--- config.mk ---
export PLATFORM = sky130hd
export DESIGN_NAME = lcc_core
export DESIGN_NICKNAME = d
export VERILOG_FILES = /design/src/design/lcc_pkg.sv /design/src/design/lcc_range_pick.sv /design/src/design/lcc_core.sv
export SDC_FILE = /design/constraint.sdc
export NUM_CORES = 1
export LEC_CHECK = 0
export ABC_AREA = 0
export BUFFER_PORTS_ARGS = -buffer_cell sky130_fd_sc_hd__buf_2
export CAP_MARGIN = 20
export CELL_PAD_IN_SITES_DETAIL_PLACEMENT = 2
export CELL_PAD_IN_SITES_GLOBAL_PLACEMENT = 2
export CORE_AREA = 2 2 92 161
export DETAILED_ROUTE_END_ITERATION = 16
export DIE_AREA = 0 0 94 163
export PLACE_DENSITY = 0.79
export SETUP_SLACK_MARGIN = 0.3
export SYNTH_ARGS = -nofsm -noshare
export SYNTH_HDL_FRONTEND = slang
export SYNTH_SLANG_ARGS = --single-unit
--- constraint.sdc ---
create_clock -name clock_in -period 2.8 [get_ports clock_in]
set_input_delay 0.28 -clock clock_in [delete_from_list [all_inputs] [get_ports clock_in]]
set_output_delay 0.28 -clock clock_in [all_outputs]
set_load 0.02 [all_outputs]
--- src/design/lcc_pkg.sv ---
// package for the light conversion control block
// assumes one 50 MHz clock and a synchronous active-high reset
`default_nettype none
package lcc_pkg;
	localparam logic [7:0] LCC_ADDR_RESULT = 8'h00;
	localparam logic [7:0] LCC_ADDR_SETUP = 8'h01;
	localparam logic [15:0] LCC_SETUP_RESET = 16'hc810;
	// field positions in conversion_setup
	localparam int LCC_RANGE_LSB = 12;
	localparam int LCC_LEN_BIT = 11;
	localparam int LCC_MODE_LSB = 9;
	localparam int LCC_OVF_BIT = 8;
	localparam int LCC_DONE_BIT = 7;
	localparam int LCC_ABOVE_BIT = 6;
	localparam int LCC_BELOW_BIT = 5;
	// writable bits: range, length, mode, latch, polarity, mask, fault count
	localparam logic [15:0] LCC_RW_MASK = 16'hfe1f;
	localparam logic [3:0] LCC_RANGE_AUTO = 4'hc;
	localparam logic [3:0] LCC_RANGE_MAX = 4'hb;
	localparam logic [1:0] LCC_MODE_OFF = 2'h0;
	localparam logic [1:0] LCC_MODE_SINGLE = 2'h1;
	// conversion times
	localparam int LCC_CLK_MHZ = 50;
	localparam int LCC_SHORT_MS = 100;
	localparam int LCC_LONG_MS = 800;
	localparam int LCC_SHORT_CYC = LCC_SHORT_MS * 1000 * LCC_CLK_MHZ;
	localparam int LCC_LONG_CYC = LCC_LONG_MS * 1000 * LCC_CLK_MHZ;
	// resolution loss in bits at the short time
	localparam logic [1:0] LCC_LOSS_ONE = 2'h1;
	localparam logic [1:0] LCC_LOSS_TWO = 2'h2;
	localparam logic [1:0] LCC_LOSS_THREE = 2'h3;
	localparam logic [3:0] LCC_RANGE_R5 = 4'h5;
	localparam logic [3:0] LCC_RANGE_R0 = 4'h0;
	typedef enum logic [1:0] {
		LCC_IDLE = 2'b01,
		LCC_BUSY = 2'b10
	} lcc_state_t;
endpackage
`default_nettype wire

--- src/design/lcc_range_pick.sv ---
// automatic range chooser: picks the lowest range that holds the sample
// assumes the sample is a raw linear light code in units of the finest lsb
`default_nettype none
module lcc_range_pick #(
	parameter int RAW_W = 23
) (
	// raw light level
	input wire logic [RAW_W-1:0] raw_in,
	// chosen exponent and mantissa
	output logic [3:0] exp_out,
	output logic [11:0] mant_out
);
	logic [3:0] pick;
	// smallest exponent whose shifted value fits in twelve bits
	always_comb begin
		pick = lcc_pkg::LCC_RANGE_MAX;
		for (int e = 11; e >= 0; e--) begin
			if ((raw_in >> e) < (RAW_W)'(4096))
				pick = 4'(e);
		end
	end
	assign exp_out = pick;
	assign mant_out = 12'(raw_in >> pick);
endmodule
`default_nettype wire

--- src/design/lcc_core.sv ---
// light conversion control: configuration register and conversion sequencer
// assumes a register port already decoded from the serial host link
// Functional notes
// - config write aborts running conversion
// - restart after write if mode needs it
// - range code matches result exponent encoding
// - code 1100b selects automatic range
// - auto range reported in result exponent
// - range field resets to 1100b
// - length bit: 0=100 ms, 1=800 ms
// - short time loses resolution on low ranges
// - result layout and lsb weight unchanged
// - mode 00 off, 01 single, 1x continuous
// - mode reads 01b during single conversion
// - single end clears mode to 00b
// - shutdown keeps flags and alert untouched
// - config register resets to c810h
// - done flag: set at end, cleared by a setup read or a non-shutdown write
`default_nettype none
module lcc_core #(
	parameter int SHORT_CYC = lcc_pkg::LCC_SHORT_CYC,
	parameter int LONG_CYC = lcc_pkg::LCC_LONG_CYC,
	parameter int RAW_W = 23
) (
	// clock and reset
	input wire logic clock_in,
	input wire logic reset_in,
	// register port
	input wire logic [7:0] addr_in,
	input wire logic wr_in,
	input wire logic rd_in,
	input wire logic [15:0] wdata_in,
	output logic [15:0] rdata_out,
	// light sample and limit flags from the analog side
	input wire logic [RAW_W-1:0] raw_in,
	input wire logic overflow_in,
	input wire logic above_limit_marker_in,
	input wire logic below_limit_marker_in,
	input wire logic alert_in,
	// status
	output logic busy_out,
	output logic done_pulse_out,
	output logic [1:0] res_loss_out,
	output logic alert_out
);
	typedef struct packed {
		lcc_pkg::lcc_state_t state;
		logic [31:0] count;
		logic [15:0] setup;
		logic [15:0] result;
		logic [15:0] rdata;
		logic done_pulse;
		logic alert;
	} lcc_core_t;

	lcc_core_t s_reg, s_next;
	logic [3:0] auto_exp;
	logic [11:0] auto_mant;
	logic wr_setup, rd_setup, conv_end;
	logic [3:0] range_sel;
	logic [1:0] mode_sel;
	logic [31:0] conv_len;

	lcc_range_pick #(.RAW_W(RAW_W)) u_pick (
		.raw_in(raw_in),
		.exp_out(auto_exp),
		.mant_out(auto_mant)
	);

	////////////////////////////////////////////////////////////////////////
	// decode
	assign wr_setup = wr_in && (addr_in == lcc_pkg::LCC_ADDR_SETUP);
	assign rd_setup = rd_in && (addr_in == lcc_pkg::LCC_ADDR_SETUP);
	assign range_sel = s_reg.setup[lcc_pkg::LCC_RANGE_LSB +: 4];
	assign mode_sel = s_reg.setup[lcc_pkg::LCC_MODE_LSB +: 2];
	// length bit picks the conversion time
	assign conv_len = s_reg.setup[lcc_pkg::LCC_LEN_BIT] ? 32'(LONG_CYC) : 32'(SHORT_CYC);
	// a write in the end cycle wins: the finishing conversion is discarded
	assign conv_end = (s_reg.state == lcc_pkg::LCC_BUSY) && !wr_setup
		&& (s_reg.count >= conv_len - 32'h1);

	////////////////////////////////////////////////////////////////////////
	// next state
	always_comb begin
		logic [15:0] nw;
		nw = '0;
		s_next = s_reg;
		s_next.done_pulse = 1'b0;
		// flag bits follow the analog side at all times, shutdown included
		s_next.setup[lcc_pkg::LCC_ABOVE_BIT] = above_limit_marker_in;
		s_next.setup[lcc_pkg::LCC_BELOW_BIT] = below_limit_marker_in;
		s_next.alert = alert_in;
		// read of the setup register clears the done flag
		if (rd_setup)
			s_next.setup[lcc_pkg::LCC_DONE_BIT] = 1'b0;
		if (s_reg.state == lcc_pkg::LCC_BUSY)
			s_next.count = s_reg.count + 32'h1;
		if (conv_end) begin
			s_next.done_pulse = 1'b1;
			// same layout whatever the time; auto range puts its pick in exponent
			if (range_sel == lcc_pkg::LCC_RANGE_AUTO)
				s_next.result = {auto_exp, auto_mant};
			else // fixed range uses the code as exponent
				s_next.result = {range_sel, 12'(raw_in >> range_sel)};
			s_next.setup[lcc_pkg::LCC_OVF_BIT] = overflow_in;
			s_next.count = '0;
			if (mode_sel == lcc_pkg::LCC_MODE_SINGLE) begin
				// single shot returns to shutdown by itself
				s_next.setup[lcc_pkg::LCC_MODE_LSB +: 2] = lcc_pkg::LCC_MODE_OFF;
				s_next.state = lcc_pkg::LCC_IDLE;
			end
		end
		if (wr_setup) begin
			// only writable bits take the value
			nw = (wdata_in & lcc_pkg::LCC_RW_MASK) | (s_next.setup & ~lcc_pkg::LCC_RW_MASK);
			// non-shutdown write clears done; the end-cycle set is discarded with it
			if (wdata_in[lcc_pkg::LCC_MODE_LSB +: 2] != lcc_pkg::LCC_MODE_OFF)
				nw[lcc_pkg::LCC_DONE_BIT] = 1'b0;
			s_next.setup = nw;
			// abort and maybe restart
			s_next.count = '0;
			if (wdata_in[lcc_pkg::LCC_MODE_LSB +: 2] != lcc_pkg::LCC_MODE_OFF)
				s_next.state = lcc_pkg::LCC_BUSY;
			else
				s_next.state = lcc_pkg::LCC_IDLE;
		end else if (conv_end) begin
			// set wins over a read in the same cycle
			s_next.setup[lcc_pkg::LCC_DONE_BIT] = 1'b1;
		end
		// registered read data
		unique case (addr_in)
			lcc_pkg::LCC_ADDR_RESULT: s_next.rdata = s_reg.result;
			lcc_pkg::LCC_ADDR_SETUP: s_next.rdata = s_reg.setup; // mode stays 01 while a single conversion is busy
			default: s_next.rdata = '0;
		endcase
	end

	////////////////////////////////////////////////////////////////////////
	// state register
	always_ff @(posedge clock_in) begin
		if (reset_in) begin
			s_reg.state <= lcc_pkg::LCC_IDLE;
			s_reg.count <= '0;
			s_reg.setup <= lcc_pkg::LCC_SETUP_RESET;
			s_reg.result <= '0;
			s_reg.rdata <= '0;
			s_reg.done_pulse <= 1'b0;
			s_reg.alert <= 1'b0;
		end else begin
			s_reg <= s_next;
		end
	end

	////////////////////////////////////////////////////////////////////////
	// outputs
	assign rdata_out = s_reg.rdata;
	assign busy_out = (s_reg.state == lcc_pkg::LCC_BUSY);
	assign done_pulse_out = s_reg.done_pulse;
	assign alert_out = s_reg.alert;
	// resolution loss hint at the short time, fixed ranges only
	always_comb begin
		res_loss_out = 2'h0;
		if (!s_reg.setup[lcc_pkg::LCC_LEN_BIT] && range_sel <= lcc_pkg::LCC_RANGE_R5) begin
			if (range_sel == lcc_pkg::LCC_RANGE_R5)
				res_loss_out = lcc_pkg::LCC_LOSS_ONE;
			else if (range_sel == lcc_pkg::LCC_RANGE_R0)
				res_loss_out = lcc_pkg::LCC_LOSS_THREE;
			else
				res_loss_out = lcc_pkg::LCC_LOSS_TWO;
		end
	end

	////////////////////////////////////////////////////////////////////////
	// checks
	a_write_aborts: assert property (@(posedge clock_in) disable iff (reset_in)
		wr_setup |=> s_reg.count == 32'h0 && !done_pulse_out)
		else $error("write did not abort conversion");
	a_write_restart: assert property (@(posedge clock_in) disable iff (reset_in)
		wr_setup |=> busy_out == ($past(wdata_in[10:9]) != 2'h0))
		else $error("restart after write wrong");
	a_auto_exp: assert property (@(posedge clock_in) disable iff (reset_in)
		conv_end && range_sel == lcc_pkg::LCC_RANGE_AUTO
		|=> s_reg.result[15:12] == $past(auto_exp))
		else $error("auto exponent not reported");
	a_fixed_exp: assert property (@(posedge clock_in) disable iff (reset_in)
		conv_end && range_sel != lcc_pkg::LCC_RANGE_AUTO
		|=> s_reg.result[15:12] == $past(range_sel))
		else $error("fixed exponent wrong");
	a_single_off: assert property (@(posedge clock_in) disable iff (reset_in)
		conv_end && mode_sel == 2'h1 |=> mode_sel == 2'h0 && !busy_out)
		else $error("single shot did not stop");
	a_single_holds: assert property (@(posedge clock_in) disable iff (reset_in)
		busy_out && mode_sel == 2'h1 && !conv_end && !wr_setup |=> mode_sel == 2'h1)
		else $error("mode changed during single shot");
	a_done_set: assert property (@(posedge clock_in) disable iff (reset_in)
		conv_end |=> s_reg.setup[7])
		else $error("done flag not set");
	a_ro_kept: assert property (@(posedge clock_in) disable iff (reset_in)
		wr_setup && !conv_end |=> s_reg.setup[8] == $past(s_reg.setup[8]))
		else $error("read-only bit written");
	a_off_keeps: assert property (@(posedge clock_in) disable iff (reset_in)
		wr_setup && wdata_in[10:9] == 2'h0 && !conv_end
		|=> s_reg.setup[7] == $past(s_reg.setup[7]))
		else $error("shutdown write changed done flag");
	// counter must never run past the length that the length bit selects
	a_len_select: assert property (@(posedge clock_in) disable iff (reset_in)
		busy_out |-> s_reg.count < (s_reg.setup[11] ? 32'(LONG_CYC) : 32'(SHORT_CYC)))
		else $error("conversion length wrong");
	a_cont_restart: assert property (@(posedge clock_in) disable iff (reset_in)
		conv_end && mode_sel[1] |=> busy_out && s_reg.count == 32'h0)
		else $error("continuous mode did not restart");
	a_loss_hint: assert property (@(posedge clock_in) disable iff (reset_in)
		s_reg.setup[lcc_pkg::LCC_LEN_BIT] |-> res_loss_out == 2'h0)
		else $error("loss hint shown at long time");
	// no disable here: this one watches the reset itself
	a_reset_value: assert property (@(posedge clock_in)
		reset_in |=> s_reg.setup == lcc_pkg::LCC_SETUP_RESET && !busy_out)
		else $error("setup register reset value wrong");
	c_single: cover property (@(posedge clock_in) conv_end && mode_sel == 2'h1);
	c_abort: cover property (@(posedge clock_in) wr_setup && busy_out);
	c_auto: cover property (@(posedge clock_in) conv_end && range_sel == 4'hc);
	c_continuous: cover property (@(posedge clock_in) conv_end && mode_sel[1]);
endmodule
`default_nettype wire

==> flow_summary.json <==
{
  "outcome": "finished clean",
  "max_clock_freq_mhz": 409.7,
  "wirelength_um": 15890,
  "area_of_the_multi_input_gates_mm2": 0.002877,
  "globalRoute.totalOverflow": 0,
  "regToRegStartpoint": "s_reg[45]$_SDFFE_PP1P_",
  "total_power_after_layout_mw": 2.742,
  "final-hold-violation-count": 0,
  "r2r_setup_slack_ns": 0.36,
  "tritoncts_clock_tree": "yes",
  "synthesis.instances": 554,
  "maxSlewViolCount": 0,
  "largest_register_ffs": 59,
  "antenna_left": 0,
  "grt_antenna_before_repair": 0,
  "cellPowerDensity_mw_per_mm2": 482.3,
  "worstSetupPathType": "flip-flop to flip-flop",
  "clock_sink_count": 84,
  "detail_route.wl_per_cell_um": 19.81,
  "grt.total_usage": 0.2107,
  "drc": 0,
  "share_of_layout_cells_above_drive_strength_1": 0.2460,
  "peakVddDrop_mv": 0.2662,
  "finalClockSkew_ns": 0.01071,
  "arrival_ns": 2.67,
  "dominantRegCellSynth": "sky130_fd_sc_hd__dfxtp_1",
  "yosys.cell_types.count": 66,
  "final_period_util": 0.8717,
  "worst-r2r-cell-count": 10,
  "ys_warn_count": 0,
  "async_reset_ff_frac": 0,
  "synth.cell_area_mm2": 0.004706,
  "antenna_cells": 0,
  "detailed_routing_iteration_count_for_the_pre_antenna_repair_pass": 4,
  "cts_buffers": 9,
  "detailedRoute.firstIterationViolations": 103,
  "setup.worst_path.end_class": "flip-flop",
  "postSynthAreaPerCell_um2": 8.494,
  "crit_fanout": 8,
  "rsz_0062_raised_after_global_routing": "no",
  "die_w_um": 94,
  "initial_core_util": 0.3325,
  "crit_path_end": "s_reg[22]$_SDFFE_PP0P_",
  "clkSlewWorstSetupHoldPaths_ns": 0.07,
  "timing.critical_path.required_ns": 3.03,
  "coreArea_mm2": 0.01415,
  "synth-seq-cells": 84,
  "placementRows": 58,
  "total_leakage_power_nw": 2.385,
  "cap_violations": 0,
  "setup.worst_path.start": "s_reg[45]$_SDFFE_PP1P_",
  "grt_max_degree": 31,
  "top_level_ports": 76,
  "first_global_vias": 4859,
  "register_area_mm2": 0.001683,
  "gp_congestion": 0.8624,
  "synth.net_count": 619,
  "dieHeight_um": 163,
  "fillCellCount": 1618,
  "tns_ns": 0,
  "vias_per_cell": 5.363,
  "setup_viol": 0,
  "die-area_mm2": 0.01532,
  "timing.max_slew.rel_slack": 0.5256,
  "clock_tree.root_cell": "sky130_fd_sc_hd__clkbuf_16",
  "nets": 682,
  "grt_pass1_wl_um": 25030,
  "insertion_delay_ns": 0.35,
  "dp_hpwl_um": 12280,
  "r2r-end": "s_reg[22]$_SDFFE_PP0P_",
  "min_path_type": "input pin to flip-flop",
  "synth-edff-count": 0,
  "synth-seq-area-share": 0.3574,
  "worst_slew_pin_slew_ns": 0.7116,
  "timing.critical_path.from_type": "flip-flop",
  "synthToLayoutAreaGrowth_pct": 20.85,
  "cts-htree-levels": 3,
  "postCtsHoldBufs": 0,
  "period_minus_slack_ns": 2.441,
  "via_count": 4301,
  "place.port_buffers": 71,
  "clock_path_buffers": 2
}
[kinds of logic (layout without fill, tap and decap cells)]
| family | after synthesis | in the layout | synth area share |
|---|---|---|---|
| AO/OA/AOI/OAI | 102 | 102 | 0.1553 |
| multiplexers | 51 | 51 | 0.1138 |
| buffers and inverters | 54 | 122 | 0.06089 |
| adder cells (fa/ha/maj) | 10 | 10 | 0.02659 |
| flip-flops | 84 | 84 | 0.3574 |
| XOR/XNOR | 29 | 29 | 0.05398 |
| AND/OR/NAND/NOR | 224 | 224 | 0.2321 |
[synth_stat cells, drive strengths merged, types with 2 or more instances]
cell / count / area share
buf: 27 / 0.039
o22a: 2 / 0.0037
dfxtp: 84 / 0.36
nor2: 75 / 0.061
ha: 10 / 0.027
a31oi: 3 / 0.0040
clkbuf: 18 / 0.014
a311oi: 2 / 0.0051
nand3b: 5 / 0.0080
nor4: 3 / 0.0053
xor2: 21 / 0.039
or3: 2 / 0.0027
inv: 9 / 0.0072
nand3: 19 / 0.020
mux2i: 41 / 0.090
o2111ai: 3 / 0.0056
o211ai: 5 / 0.0080
a211oi: 7 / 0.011
mux2: 10 / 0.024
nand4: 5 / 0.0066
and3: 8 / 0.011
and2: 3 / 0.0040
or4: 2 / 0.0032
a221o: 2 / 0.0043
a32oi: 2 / 0.0037
o21a: 3 / 0.0064
nor3: 10 / 0.011
or2: 3 / 0.0045
nor3b: 5 / 0.0080
nand2: 60 / 0.048
nor2b: 12 / 0.016
o31ai: 2 / 0.0032
and4: 7 / 0.013
a2111oi: 3 / 0.0069
o221ai: 3 / 0.0056
a22o: 5 / 0.0093
xnor2: 8 / 0.015
a21o: 5 / 0.0080
a21oi: 20 / 0.022
a22oi: 3 / 0.0048
o21ai: 20 / 0.021
a211o: 5 / 0.0093
[per-stage QoR]
stage	utilization	instance area (um^2)	hold WS, ns	cells	setup slack, ns
3_3_place_gp	0.3694	5228	0.4260	785	0.1357
3_5_place_dp	0.3694	5228	0.4477	785	0.08311
2_1_floorplan	-	4706	0.3978	554	0.3464
4_1_cts	0.3941	5577	0.1453	801	0.3125
5_1_grt	0.4019	5687	0.1510	802	0.2467
6_report	0.4019	5687	0.1484	802	0.3594
[power by group]
part           internal (mW)  leakage, nW  total (mW)  switching (mW)
clock network          0.706        0.152        1.24           0.539
logic                  0.125         1.56       0.300           0.175
registers               1.20        0.677        1.20        0.000765
[area by class of cell]
type,count,share of cell area
well taps,180,0.03960
flip-flops and latches,84,0.2959
repair buffers,97,0.09879
clock inverters,7,0.01430
clock buffers,9,0.03960
multi-input cells,416,0.5058
inverters,9,0.005941
[layer usage]
metal  up-vias  GRT usage  part of all wire
met2        58     0.4292              0.60
met4         0    0.07708             0.028
met3        23    0.02776             0.017
met1      2143     0.2067              0.36
met5         -          0                 0
li1       2077          -                 -
[cells in the final DEF (no fill, tap or decap), types with 7 or more instances in the layout]
| cell | n |
|---|---|
| sky130_fd_sc_hd__a21oi_1 | 17 |
| sky130_fd_sc_hd__and3_1 | 8 |
| sky130_fd_sc_hd__and4_1 | 7 |
| sky130_fd_sc_hd__buf_2 | 71 |
| sky130_fd_sc_hd__buf_4 | 24 |
| sky130_fd_sc_hd__clkbuf_16 | 9 |
| sky130_fd_sc_hd__dfxtp_1 | 83 |
| sky130_fd_sc_hd__ha_1 | 10 |
| sky130_fd_sc_hd__inv_1 | 9 |
| sky130_fd_sc_hd__mux2_2 | 10 |
| sky130_fd_sc_hd__mux2i_1 | 39 |
| sky130_fd_sc_hd__nand2_1 | 59 |
| sky130_fd_sc_hd__nand3_1 | 18 |
| sky130_fd_sc_hd__nor2_1 | 74 |
| sky130_fd_sc_hd__nor2b_1 | 11 |
| sky130_fd_sc_hd__nor3_1 | 9 |
| sky130_fd_sc_hd__o21ai_0 | 13 |
| sky130_fd_sc_hd__o21ai_1 | 7 |
| sky130_fd_sc_hd__xnor2_1 | 8 |
| sky130_fd_sc_hd__xor2_1 | 21 |
[how the worst min path moves through the flow]
stage | from | to | slack, ns | cells after the start
floorplan | wdata_in[11] | s_reg[45]$_SDFFE_PP1P_ | 0.40 | 1
global placement | s_reg[83]$_SDFFE_PP0P_ | s_reg[83]$_SDFFE_PP0P_ | 0.43 | 1
detailed placement | s_reg[83]$_SDFFE_PP0P_ | s_reg[83]$_SDFFE_PP0P_ | 0.45 | 1
CTS | above_limit_marker_in | s_reg[40]$_SDFF_PP0_ | 0.15 | 2
global route | above_limit_marker_in | s_reg[40]$_SDFF_PP0_ | 0.15 | 2
finish | above_limit_marker_in | s_reg[40]$_SDFF_PP0_ | 0.15 | 2
[repair_timing]
item,4_1_cts,5_1_grt
pin swaps,0,5
gates resized for setup,8,24
setup buffers,0,1
endpoints found under the setup margin,53,47
[critical path, stage by stage (launching register included)]
cell	delay [ns]
sky130_fd_sc_hd__dfxtp_2	0.34
sky130_fd_sc_hd__inv_1	0.05
sky130_fd_sc_hd__buf_4	0.16
sky130_fd_sc_hd__ha_1	0.30
sky130_fd_sc_hd__nand4b_1	0.16
sky130_fd_sc_hd__a211oi_2	0.27
sky130_fd_sc_hd__nand2_2	0.10
sky130_fd_sc_hd__a31oi_4	0.34
sky130_fd_sc_hd__buf_4	0.23
sky130_fd_sc_hd__nor3b_1	0.07
sky130_fd_sc_hd__a221o_1	0.28
(Power assumes the default switching activity.)
